<file path="config.mk">
export PLATFORM = sky130hd
export DESIGN_NAME = irrx_receiver
export DESIGN_NICKNAME = d
export VERILOG_FILES = /design/src/irrx_pkg.sv /design/src/irrx_tick_if.sv /design/src/irrx_tick_gen.sv /design/src/irrx_receiver.sv
export VERILOG_INCLUDE_DIRS = /design/src
export SDC_FILE = /design/constraint.sdc
export NUM_CORES = 1
export LEC_CHECK = 0
export BUFFER_PORTS_ARGS = -buffer_cell sky130_fd_sc_hd__buf_2
export CORE_ASPECT_RATIO = 0.6
export CORE_MARGIN = 8
export CORE_UTILIZATION = 30
export CTS_BUF_LIST = sky130_fd_sc_hd__clkbuf_8
export CTS_CLUSTER_SIZE = 10
export DETAILED_ROUTE_END_ITERATION = 12
export PLACE_DENSITY = 0.44
export SYNTH_ARGS = -nofsm -noshare
export SYNTH_HDL_FRONTEND = slang
export SYNTH_SLANG_ARGS = --single-unit
</file>
<file path="constraint.sdc">
create_clock -name i_core_clk -period 6.3 [get_ports i_core_clk]
set_input_delay 0.315 -clock i_core_clk [delete_from_list [all_inputs] [get_ports i_core_clk]]
set_output_delay 0.315 -clock i_core_clk [all_outputs]
set_load 0.05 [all_outputs]
</file>
<file path="src/irrx_consts.svh">
// constants of the infrared pulse-position receiver: register indices, fields, resets
// assumes a 20-bit APB byte address; each register index sits at byte address index*4
//
// What this block does
// direction bit picks LSB-first or MSB-first shifting
// six 5-bit thresholds, bit 4 in high-bits register
// format A guide measured rising to falling
// guide accepted within low+1 to below high+1
// format A data measured falling to falling
// data window decides zero or one
// software orders thresholds low below high
// end when count reaches data1 high plus one
// software keeps criteria and gaps eight units
// accepted guide sets flag, clears shift state
// good bit shifts; every eighth bit copies byte out
// bad data pulse flags error, back to idle
// three-bit counter counts received data bits
// end sets flags, holds; shift read resumes
// format B measures everything rising to rising
// format B otherwise behaves as format A
// format C first rising edge clears shift state
// format C data measured rising to rising
// format C idle waits for next rising edge
// count select gives multipliers 4, 8, 16, 32; formats D and E get 2, 4, 8, 16
// hold ignores input; stopping run clears hold
// guide start codes 0,1,4; edge start 2,3
// mismatch counter ticks, restarts each reference edge
`ifndef IRRX_CONSTS_SVH
`define IRRX_CONSTS_SVH

// register indices (byte address is index times four)
`define IRRX_IDX_SFT      18'h0FE29
`define IRRX_IDX_RDT      18'h0FE2A
`define IRRX_IDX_CTPR     18'h0FE2B
`define IRRX_IDX_GPW      18'h0FE2C
`define IRRX_IDX_DT0W     18'h0FE2D
`define IRRX_IDX_DT1W     18'h0FE2E
`define IRRX_IDX_XHW      18'h0FE2F
`define IRRX_IDX_CTRL     18'h0FE30
`define IRRX_IDX_STAT     18'h0FE31

// reset values
`define IRRX_RST_BYTE     8'h00
`define IRRX_RST_BCT      3'h0
`define IRRX_RST_SEL      4'h0
`define IRRX_RST_CNT      6'h00
`define IRRX_XHW_RSVD_RD  8'h40

// control register fields
`define IRRX_CTRL_RUN     0
`define IRRX_CTRL_FMT_LO  1
`define IRRX_CTRL_FMT_HI  3
`define IRRX_CTRL_PS_LO   4
`define IRRX_CTRL_PS_HI   6
// status register fields (write one to clear)
`define IRRX_ST_GPOK      0
`define IRRX_ST_FULL      1
`define IRRX_ST_DERR      2
`define IRRX_ST_REND      3
// high-bits register fields
`define IRRX_XHW_DIR      7
`define IRRX_XHW_D1H      5
`define IRRX_XHW_D1L      4
`define IRRX_XHW_D0H      3
`define IRRX_XHW_D0L      2
`define IRRX_XHW_GH       1
`define IRRX_XHW_GL       0
`define IRRX_XHW_MASK     8'hBF

// receive format codes
`define IRRX_FMT_A        3'h0
`define IRRX_FMT_B        3'h1
`define IRRX_FMT_C        3'h2
`define IRRX_FMT_D        3'h3
`define IRRX_FMT_E        3'h4

// counting constants
`define IRRX_CNT_ONE      6'h01
`define IRRX_CNT_MAX      6'h3F
`define IRRX_BCT_LAST     3'h7
`define IRRX_MULT_BASE    6'h04
`define IRRX_BASE_ONE     8'h01

`endif

</file>
<file path="src/irrx_pkg.sv">
// types shared by the receiver core and its unit tick generator
// assumes irrx_consts.svh supplies the numeric constants
`default_nettype none
package irrx_pkg;
    // one-hot receiver states
    typedef enum logic [3:0]
    {
        IRRX_IDLE  = 4'b0001,
        IRRX_GUIDE = 4'b0010,
        IRRX_DATA  = 4'b0100,
        IRRX_HOLD  = 4'b1000
    } irrx_state_e;
    typedef logic [31:0] irrx_word_t;   // apb data word
    typedef logic [5:0]  irrx_cnt_t;    // mismatch count
    typedef logic [4:0]  irrx_thr_t;    // 5-bit threshold
endpackage
`default_nettype wire

</file>
<file path="src/irrx_tick_if.sv">
// link between the receiver core and its unit tick generator
// assumes both ends run on the core clock
`timescale 1ns/100ps
`default_nettype none
interface irrx_tick_if;
    logic [2:0] period_sel;   // prescaler period select
    logic [1:0] count_sel;    // guide or data count select
    logic       half_mult;    // halved multiplier table
    logic       restart;      // realign at reference edge
    logic       unit_tick;    // one pulse per unit
    modport core (output period_sel, output count_sel, output half_mult,
                  output restart, input unit_tick);
    modport gen  (input period_sel, input count_sel, input half_mult,
                  input restart, output unit_tick);
endinterface
`default_nettype wire

</file>
<file path="src/irrx_tick_gen.sv">
// unit tick generator: prescaler period times count select multiplier
// assumes restart is a one-cycle pulse from the core
`timescale 1ns/100ps
`default_nettype none
`include "irrx_consts.svh"
module irrx_tick_gen (
    input  wire logic       i_core_clk,   // core clock
    input  wire logic       i_sys_rst,    // async reset, high
    irrx_tick_if.gen        tick          // core link
);
    import irrx_pkg::*;

    logic [7:0] base_cnt_reg;   // prescaler period counter
    logic [5:0] mult_cnt_reg;   // multiplier counter
    logic       tick_reg;       // registered unit tick
    logic [7:0] base_last;      // last prescaler count
    logic [5:0] mult_last;      // last multiplier count
    logic       base_done;      // period complete
    logic       mult_done;      // unit complete

    // prescaler period is 2^sel core clocks
    assign base_last = 8'((`IRRX_BASE_ONE << tick.period_sel) - `IRRX_BASE_ONE);
    // multiplier 4/8/16/32, halved for the last two formats
    assign mult_last = 6'(((`IRRX_MULT_BASE << tick.count_sel) >> tick.half_mult)
                          - `IRRX_CNT_ONE);
    assign base_done = (base_cnt_reg == base_last);
    assign mult_done = (mult_cnt_reg == mult_last);
    assign tick.unit_tick = tick_reg;

    // counters, restarted at every reference edge
    always_ff @(posedge i_core_clk or posedge i_sys_rst)
    begin
        if (i_sys_rst)
        begin
            base_cnt_reg <= `IRRX_RST_BYTE;
            mult_cnt_reg <= `IRRX_RST_CNT;
            tick_reg     <= 1'b0;
        end
        else if (tick.restart)
        begin
            base_cnt_reg <= `IRRX_RST_BYTE;
            mult_cnt_reg <= `IRRX_RST_CNT;
            tick_reg     <= 1'b0;
        end
        else
        begin
            base_cnt_reg <= base_done ? `IRRX_RST_BYTE : 8'(base_cnt_reg + `IRRX_BASE_ONE);
            if (base_done)
            begin
                mult_cnt_reg <= mult_done ? `IRRX_RST_CNT : 6'(mult_cnt_reg + `IRRX_CNT_ONE);
            end
            tick_reg <= base_done & mult_done;
        end
    end
endmodule // irrx_tick_gen
`default_nettype wire

</file>
<file path="src/irrx_receiver.sv">
// infrared pulse-position receiver core with its apb register file
// assumes a zero-wait apb master and an asynchronous demodulated input pin
`timescale 1ns/100ps
`default_nettype none
`include "irrx_consts.svh"
module irrx_receiver (
    input  wire logic              i_core_clk,   // 250 MHz core clock
    input  wire logic              i_sys_rst,    // async reset, high
    input  wire logic              i_ir_rx,      // demodulated remote input
    input  wire logic              i_psel,       // apb select
    input  wire logic              i_penable,    // apb enable
    input  wire logic              i_pwrite,     // apb direction
    input  wire logic [19:0]       i_paddr,      // apb byte address
    input  wire irrx_pkg::irrx_word_t i_pwdata,  // apb write data
    output var   irrx_pkg::irrx_word_t o_prdata, // apb read data
    output logic                   o_pready,     // apb ready
    output logic                   o_pslverr     // apb error
);
    import irrx_pkg::*;

    irrx_tick_if tick_if ();   // core to tick generator

    // software registers
    logic [7:0]  ctrl_reg;     // run, format, period select
    logic [7:0]  gpw_reg;      // guide_width_register
    logic [7:0]  dt0w_reg;     // data0_width_register
    logic [7:0]  dt1w_reg;     // data1_width_register
    logic [7:0]  xhw_reg;      // width_high_bits_and_shift_direction
    logic [3:0]  csel_reg;     // guide and data count selects
    // receiver state
    logic [7:0]  sft_reg;      // receive_shift_register
    logic [7:0]  rdt_reg;      // receive_data_register
    logic [2:0]  bct_reg;      // received_bit_counter
    logic        hold_reg;     // hold_flag
    logic        gpok_reg;     // guide_accepted_flag
    logic        full_reg;     // data_full_flag
    logic        derr_reg;     // data_error_flag
    logic        rend_reg;     // reception_end_flag
    irrx_state_e state_reg;    // receiver state
    irrx_state_e state_next;   // next receiver state
    irrx_cnt_t   mm_cnt_reg;   // mismatch_counter
    irrx_cnt_t   mm_cnt_next;  // next mismatch count
    logic [7:0]  prdata_reg;   // read data latch
    // input synchroniser and filtered level
    logic        sync1_reg;    // first stage
    logic        sync2_reg;    // second stage
    logic        sync3_reg;    // third stage
    logic        lvl_reg;      // accepted input level
    logic        lvl_next;     // next accepted level

    // apb byte-address to register match
    function automatic logic idx_hit(input logic [19:0] addr, input logic [17:0] idx);
        idx_hit = (addr[19:2] == idx);
    endfunction

    // inclusive-low, exclusive-high width window
    function automatic logic in_win(input irrx_cnt_t cnt, input irrx_thr_t lo,
                                    input irrx_thr_t hi);
        in_win = (cnt >= 6'({1'b0, lo} + `IRRX_CNT_ONE)) &&
                 (cnt <  6'({1'b0, hi} + `IRRX_CNT_ONE));
    endfunction

    // apb phase decode
    wire         apb_setup = i_psel & ~i_penable;
    wire         apb_acc   = i_psel & i_penable;
    wire         apb_wr    = apb_acc & i_pwrite;
    wire         apb_rd    = apb_acc & ~i_pwrite;
    wire         hit_sft   = idx_hit(i_paddr, `IRRX_IDX_SFT);
    wire         hit_rdt   = idx_hit(i_paddr, `IRRX_IDX_RDT);
    wire         hit_ctpr  = idx_hit(i_paddr, `IRRX_IDX_CTPR);
    wire         hit_gpw   = idx_hit(i_paddr, `IRRX_IDX_GPW);
    wire         hit_dt0w  = idx_hit(i_paddr, `IRRX_IDX_DT0W);
    wire         hit_dt1w  = idx_hit(i_paddr, `IRRX_IDX_DT1W);
    wire         hit_xhw   = idx_hit(i_paddr, `IRRX_IDX_XHW);
    wire         hit_ctrl  = idx_hit(i_paddr, `IRRX_IDX_CTRL);
    wire         hit_stat  = idx_hit(i_paddr, `IRRX_IDX_STAT);
    wire         addr_ok   = hit_sft | hit_rdt | hit_ctpr | hit_gpw | hit_dt0w |
                             hit_dt1w | hit_xhw | hit_ctrl | hit_stat;
    wire         rd_sft    = apb_rd & hit_sft;
    wire         wr_stat   = apb_wr & hit_stat;

    // control fields
    wire         run       = ctrl_reg[`IRRX_CTRL_RUN];
    wire [2:0]   fmt       = ctrl_reg[`IRRX_CTRL_FMT_HI:`IRRX_CTRL_FMT_LO];
    wire         dir_msb   = xhw_reg[`IRRX_XHW_DIR];
    // guide-started formats versus edge-started formats
    wire         guide_fmt = (fmt == `IRRX_FMT_A) | (fmt == `IRRX_FMT_B) |
                             (fmt == `IRRX_FMT_E);
    // only format A references the falling edge
    wire         fall_ref  = (fmt == `IRRX_FMT_A);

    // 5-bit thresholds, top bit from the high-bits register
    wire irrx_thr_t gl  = {xhw_reg[`IRRX_XHW_GL],  gpw_reg[3:0]};
    wire irrx_thr_t gh  = {xhw_reg[`IRRX_XHW_GH],  gpw_reg[7:4]};
    wire irrx_thr_t d0l = {xhw_reg[`IRRX_XHW_D0L], dt0w_reg[3:0]};
    wire irrx_thr_t d0h = {xhw_reg[`IRRX_XHW_D0H], dt0w_reg[7:4]};
    wire irrx_thr_t d1l = {xhw_reg[`IRRX_XHW_D1L], dt1w_reg[3:0]};
    wire irrx_thr_t d1h = {xhw_reg[`IRRX_XHW_D1H], dt1w_reg[7:4]};

    // edges of the accepted input level
    wire         rise      = lvl_next & ~lvl_reg;
    wire         fall      = ~lvl_next & lvl_reg;
    wire         ref_edge  = fall_ref ? fall : rise;

    // window classification of the running width
    wire         guide_ok  = in_win(mm_cnt_reg, gl, gh);
    wire         bit0_ok   = in_win(mm_cnt_reg, d0l, d0h);
    wire         bit1_ok   = in_win(mm_cnt_reg, d1l, d1h);
    wire         end_cond  = (mm_cnt_reg >= 6'({1'b0, d1h} + `IRRX_CNT_ONE));

    // receiver events
    wire         in_idle   = (state_reg == IRRX_IDLE);
    wire         in_guide  = (state_reg == IRRX_GUIDE);
    wire         in_data   = (state_reg == IRRX_DATA);
    wire         in_hold   = (state_reg == IRRX_HOLD);
    wire         idle_rise = run & in_idle & rise;
    wire         g_start   = idle_rise & guide_fmt;
    wire         c_start   = idle_rise & ~guide_fmt;
    wire         guide_end = run & in_guide & ref_edge;
    wire         guide_acc = guide_end & guide_ok;
    wire         data_edge = run & in_data & ref_edge;
    wire         take_bit  = data_edge & (bit0_ok | bit1_ok);
    wire         bad_bit   = data_edge & ~(bit0_ok | bit1_ok);
    wire         timeout   = run & in_data & ~ref_edge & end_cond;
    wire         rx_bit    = bit1_ok;
    wire         clr_shift = guide_acc | c_start;
    wire         byte_done = take_bit & (bct_reg == `IRRX_BCT_LAST);
    wire         restart   = g_start | c_start | guide_end | data_edge;
    // bit shifted in by the selected direction
    wire [7:0]   shifted   = dir_msb ? {sft_reg[6:0], rx_bit}
                                     : {rx_bit, sft_reg[7:1]};

    // tick generator steering: data select while measuring data
    assign tick_if.period_sel = ctrl_reg[`IRRX_CTRL_PS_HI:`IRRX_CTRL_PS_LO];
    assign tick_if.count_sel  = in_data ? csel_reg[1:0] : csel_reg[3:2];
    assign tick_if.half_mult  = (fmt == `IRRX_FMT_D) | (fmt == `IRRX_FMT_E);
    assign tick_if.restart    = restart | ~run;

    irrx_tick_gen u_tick (
        .i_core_clk (i_core_clk),
        .i_sys_rst  (i_sys_rst),
        .tick       (tick_if.gen)
    );

    // read data selection
    wire [7:0]   rd_mux = hit_sft  ? sft_reg :
                          hit_rdt  ? rdt_reg :
                          hit_ctpr ? {csel_reg, hold_reg, bct_reg} :
                          hit_gpw  ? gpw_reg :
                          hit_dt0w ? dt0w_reg :
                          hit_dt1w ? dt1w_reg :
                          hit_xhw  ? (xhw_reg | `IRRX_XHW_RSVD_RD) :
                          hit_ctrl ? ctrl_reg :
                          hit_stat ? {4'h0, rend_reg, derr_reg, full_reg, gpok_reg} :
                                     `IRRX_RST_BYTE;

    assign o_prdata  = {24'h000000, prdata_reg};
    assign o_pready  = 1'b1;
    assign o_pslverr = apb_acc & ~addr_ok;

    // accepted level follows once stages two and three agree
    assign lvl_next = (sync2_reg == sync3_reg) ? sync3_reg : lvl_reg;

    // mismatch count: restart at reference edges, saturate at top
    assign mm_cnt_next = (restart | ~run) ? `IRRX_RST_CNT :
                         (tick_if.unit_tick & (mm_cnt_reg != `IRRX_CNT_MAX)) ?
                         6'(mm_cnt_reg + `IRRX_CNT_ONE) : mm_cnt_reg;

    // receiver state transitions
    always_comb
    begin
        state_next = state_reg;
        case (state_reg)
            IRRX_IDLE:
            begin
                if (g_start)
                    state_next = IRRX_GUIDE;       // guide measurement
                else if (c_start)
                    state_next = IRRX_DATA;
            end
            IRRX_GUIDE:
            begin
                if (guide_end)
                    state_next = guide_ok ? IRRX_DATA : IRRX_IDLE;
            end
            IRRX_DATA:
            begin
                if (bad_bit)
                    state_next = IRRX_IDLE;
                else if (timeout)
                    state_next = IRRX_HOLD;
            end
            IRRX_HOLD:
            begin
                if (rd_sft)
                    state_next = IRRX_IDLE;
            end
            default:
                state_next = IRRX_IDLE;            // illegal code recovery
        endcase
        if (!run)
            state_next = IRRX_IDLE;
    end

    // input synchroniser, three stages
    always_ff @(posedge i_core_clk or posedge i_sys_rst)
    begin
        if (i_sys_rst)
        begin
            sync1_reg <= 1'b0;
            sync2_reg <= 1'b0;
            sync3_reg <= 1'b0;
            lvl_reg   <= 1'b0;
        end
        else
        begin
            sync1_reg <= i_ir_rx;
            sync2_reg <= sync1_reg;
            sync3_reg <= sync2_reg;
            lvl_reg   <= lvl_next;
        end
    end

    // software-written registers and read latch
    always_ff @(posedge i_core_clk or posedge i_sys_rst)
    begin
        if (i_sys_rst)
        begin
            ctrl_reg   <= `IRRX_RST_BYTE;
            gpw_reg    <= `IRRX_RST_BYTE;
            dt0w_reg   <= `IRRX_RST_BYTE;
            dt1w_reg   <= `IRRX_RST_BYTE;
            xhw_reg    <= `IRRX_RST_BYTE;
            csel_reg   <= `IRRX_RST_SEL;
            prdata_reg <= `IRRX_RST_BYTE;
        end
        else
        begin
            if (apb_wr & hit_ctrl) ctrl_reg <= i_pwdata[7:0];
            if (apb_wr & hit_gpw)  gpw_reg  <= i_pwdata[7:0];
            if (apb_wr & hit_dt0w) dt0w_reg <= i_pwdata[7:0];
            if (apb_wr & hit_dt1w) dt1w_reg <= i_pwdata[7:0];
            if (apb_wr & hit_xhw)  xhw_reg  <= i_pwdata[7:0] & `IRRX_XHW_MASK;
            if (apb_wr & hit_ctpr) csel_reg <= i_pwdata[7:4];
            if (apb_setup)         prdata_reg <= rd_mux;
        end
    end

    // receiver datapath
    always_ff @(posedge i_core_clk or posedge i_sys_rst)
    begin
        if (i_sys_rst)
        begin
            state_reg  <= IRRX_IDLE;
            mm_cnt_reg <= `IRRX_RST_CNT;
            sft_reg    <= `IRRX_RST_BYTE;
            rdt_reg    <= `IRRX_RST_BYTE;
            bct_reg    <= `IRRX_RST_BCT;
            hold_reg   <= 1'b0;
        end
        else
        begin
            state_reg  <= state_next;
            mm_cnt_reg <= mm_cnt_next;
            if (!run | clr_shift | byte_done)
                sft_reg <= `IRRX_RST_BYTE;
            else if (take_bit)
                sft_reg <= shifted;
            if (!run | clr_shift)
                bct_reg <= `IRRX_RST_BCT;
            else if (take_bit)
                bct_reg <= 3'(bct_reg + 3'h1);
            if (byte_done)
                rdt_reg <= shifted;
            if (!run)
                hold_reg <= 1'b0;
            else if (timeout)
                hold_reg <= 1'b1;
            else if (rd_sft)
                hold_reg <= 1'b0;
        end
    end

    // sticky flags: hardware set wins over software clear
    always_ff @(posedge i_core_clk or posedge i_sys_rst)
    begin
        if (i_sys_rst)
        begin
            gpok_reg <= 1'b0;
            full_reg <= 1'b0;
            derr_reg <= 1'b0;
            rend_reg <= 1'b0;
        end
        else
        begin
            gpok_reg <= guide_acc | (gpok_reg & ~(wr_stat & i_pwdata[`IRRX_ST_GPOK]));
            full_reg <= byte_done | (full_reg & ~(wr_stat & i_pwdata[`IRRX_ST_FULL]));
            derr_reg <= bad_bit   | (derr_reg & ~(wr_stat & i_pwdata[`IRRX_ST_DERR]));
            rend_reg <= timeout   | (rend_reg & ~(wr_stat & i_pwdata[`IRRX_ST_REND]));
        end
    end
endmodule // irrx_receiver
`default_nettype wire

</file>
==> out/summary.txt <==
status: complete, no violations
worst slew pin tran: 1.13 ns
Post-Synthesis Cells: 714
later-pin clock latency in the skew report: 0.41 ns
part of the power in registers: 51.4%
CTS Buf Count: 9
CTS tree: yes
clock root buffer: clkbuf_8
total die area: 0.0285 mm^2
Buffers on Ports: 40
power consumption: 1.32 mW
first-pass GRT wire length: 32.4 mm
fin nets: 845
Starting Density: 30.3%
Clock Pin Slew Worst Setup and Hold Paths: 0.11 ns
hold path start: i_pwdata[6]
antenna viol nets, final: 0
gpl congestion: 0.839
internal power: 0.961 mW
GRT met2 Usage: 21.1%
Required @ worst endpoint: 6.60 ns
CP arrival: 3.72 ns
Clock Skew: 0.0153 ns
Distinct cells, synth: 79
Worst slew margin: 24.4%
drt initial violations: 515
DP Wirelength: 16.0 mm
design area: 0.00764 mm^2
NetSw: 0.356 mW
die width: 213 um
Comb power frac: 8.7%
RSZ-0062 raised after global routing: false
Fin Hold WS: 0.264 ns
met1 Use GR: 22.1%
GR Util met3: 3.49%
Avg Synthesized Cell Area: 9.76 um^2
hold crit path type: in -> reg
setup violators final: 0
GRT Resource Usage Total: 14.8%
worst setup path class: reg -> reg
row cnt: 43
initial antenna violation count: 2
Place WS: 2.86 ns
area of the multi-input gates: 0.00407 mm^2
ANT cells: 0
DR vias: 5550
Synth async-reset ratio: 100%
I/O pin count: 92
worst setup path startpoint: dt1w_reg[5]$_DFFE_PP0P_
fraction of layout instances using a drive strength above 1: 17.3%
clock sinks: 104
Max Buffers Root-to-Sink: 2
CORE AREA: 0.0230 mm^2
Tmin final: 3.42 ns
top cells by area, synth: dfrtp_1 37%, mux2_2 8.7%, ha_1 8.3%
area leader, netlist: dfrtp_1
power share of the clock group: 39.9%
Area Overhead vs Synth: 9.61%
total iterations of the first detailed-routing run: 5
routed wire length: 20.6 mm
DP Area: 0.00737 mm^2
DR vias/cell: 5.23
worst reg2reg path startpoint: dt1w_reg[5]$_DFFE_PP0P_
gr busiest metal: met1
post-synth top area share: 37.0%
post-synthesis register bit count: 104
wire per inst: 19.4 um
fmax: 292 MHz
sw frac: 27.0%
Fin. Hold Viols: 0
synth warn: 0
Max Fanout on Critical Path: 21
register area share after synthesis: 37.4%
largest net degree at the start of global routing: 75
Setup TNS: 0 ns
Final Cycle Share: 54.3%
Post-Syn Area: 0.00697 mm^2
Power Density: 172 mW/mm^2
VDD IR max: 0.126 mV
storage element area: 0.00260 mm^2
postcts setup bufs: 0
DRC: 0
Worst setup EP type: flip-flop
die span in y: 134 um
Layout fillers: 2388
P_leak: 3.39 nW
worst setup margin: 2.88 ns
Max-Cap Viols: 0
Final Slew Violations: 0
CP startpoint kind: flip-flop
Post-synth EDFFs: 0
H-tree Lvls: 3
vias in the first global route: 5457
Main synth FF type: dfrtp_1
gr ovfl total: 0
## routing by layer
metal | share of wire [%] | wire length, um | vias up
li1 | - | - | 2636
met1 | 52 | 10800 | 2755
met2 | 41 | 8450 | 135
met3 | 5.4 | 1110 | 22
met4 | 1.2 | 255 | 2
met5 | 0.063 | 13 | -
## final timing paths
kind / to / slack [ns] / depth (start not counted)
hold / removal: dt0w_reg[6]$_DFFE_PP0P_ / 0.26 / 2
hold reg to reg: sync2_reg$_DFF_PP0_ / 0.36 / 0
setup / recovery: bct_reg[0]$_DFFE_PP0P_ / 2.88 / 10
min in group asynchronous: sft_reg[6]$_DFFE_PP0P_ / 0.43 / 3
setup reg to reg: bct_reg[0]$_DFFE_PP0P_ / 2.88 / 10
max in group asynchronous: mm_cnt_reg[1]$_DFFE_PP0P_ / 4.50 / 4
## power by group through the flow
| stage | logic [mW] | clock network [mW] | registers, mW |
|---|---|---|---|
| 6_report | 0.115 | 0.525 | 0.676 |
| 2_1_floorplan | 0.0777 | 0 | 0.702 |
| 3_3_place_gp | 0.114 | 0 | 0.690 |
| 3_5_place_dp | 0.115 | 0 | 0.690 |
| 4_1_cts | 0.116 | 0.545 | 0.677 |
| 5_1_grt | 0.123 | 0.572 | 0.678 |
## cells in the mapped netlist (20+ instances only)
master / n
buf_4: 25
clkbuf_1: 20
dfrtp_1: 103
ha_1: 46
inv_1: 24
mux2_2: 54
nand2_1: 42
nand3_1: 50
nor2_1: 54
o21ai_0: 25
xor2_1: 21
## stage by stage
| step | instances | utilization (%) |
|---|---|---|
| after global routing | 1061 | 33.2 |
| after floorplan | 737 | - |
| final | 1061 | 33.2 |
| after CTS | 1061 | 33.2 |
| after detailed placement | 1043 | 32.1 |
| after global placement | 1043 | 32.1 |
## final cells by class
class	count	share of cell area [%]
clock inverter	7	1.62
multi-input combinational	558	53.3
timing repair buffer	43	2.98
inverter	25	1.26
sequential	104	34.1
clock buffer	9	1.62
tap	315	5.16
## critical path, stage by stage (launching register included)
cell      delay, ns
dfrtp_1        0.44
ha_1           0.22
nand3_1        0.10
xor2_1         0.16
ha_1           0.30
nand4_1        0.13
o221ai_1       0.54
o32a_1         0.45
nand2b_1       0.67
xnor2_1        0.11
and2_1         0.18
## cell usage in the layout (no fill, tap or decap), drive strengths merged, types with 6 or more instances in the layout
cell type	n
and3	14
o211ai	7
nand3	50
mux2	54
dfrtp	103
clkbuf	9
a31oi	9
a222oi	7
nand2	42
nand4	8
nand2b	8
o21ai	31
nor2b	11
o31ai	8
buf	41
xor2	21
ha	46
mux2i	20
nor3	9
and2	6
a221oi	6
o21a	7
nor2	54
conb	25
inv	27
a21o	7
a21oi	19
xnor2	14
## logic make-up after synthesis
logic type	after synthesis	synth area share, %
buffers and inverters	75	5.50
AOI/OAI and AO/OA	145	15.1
DFF	104	37.4
other	2	0.108
xor gates and xnor gates	35	4.40
and+or+nand+nor	232	17.4
muxes	74	11.7
adders and majority gates	47	8.41
## repair_timing
action,in CTS,in global routing
hold buffers,2,0
gates resized for setup,0,0
hold endpoints to repair,30,0
Power figures use the tool's default switching activity.
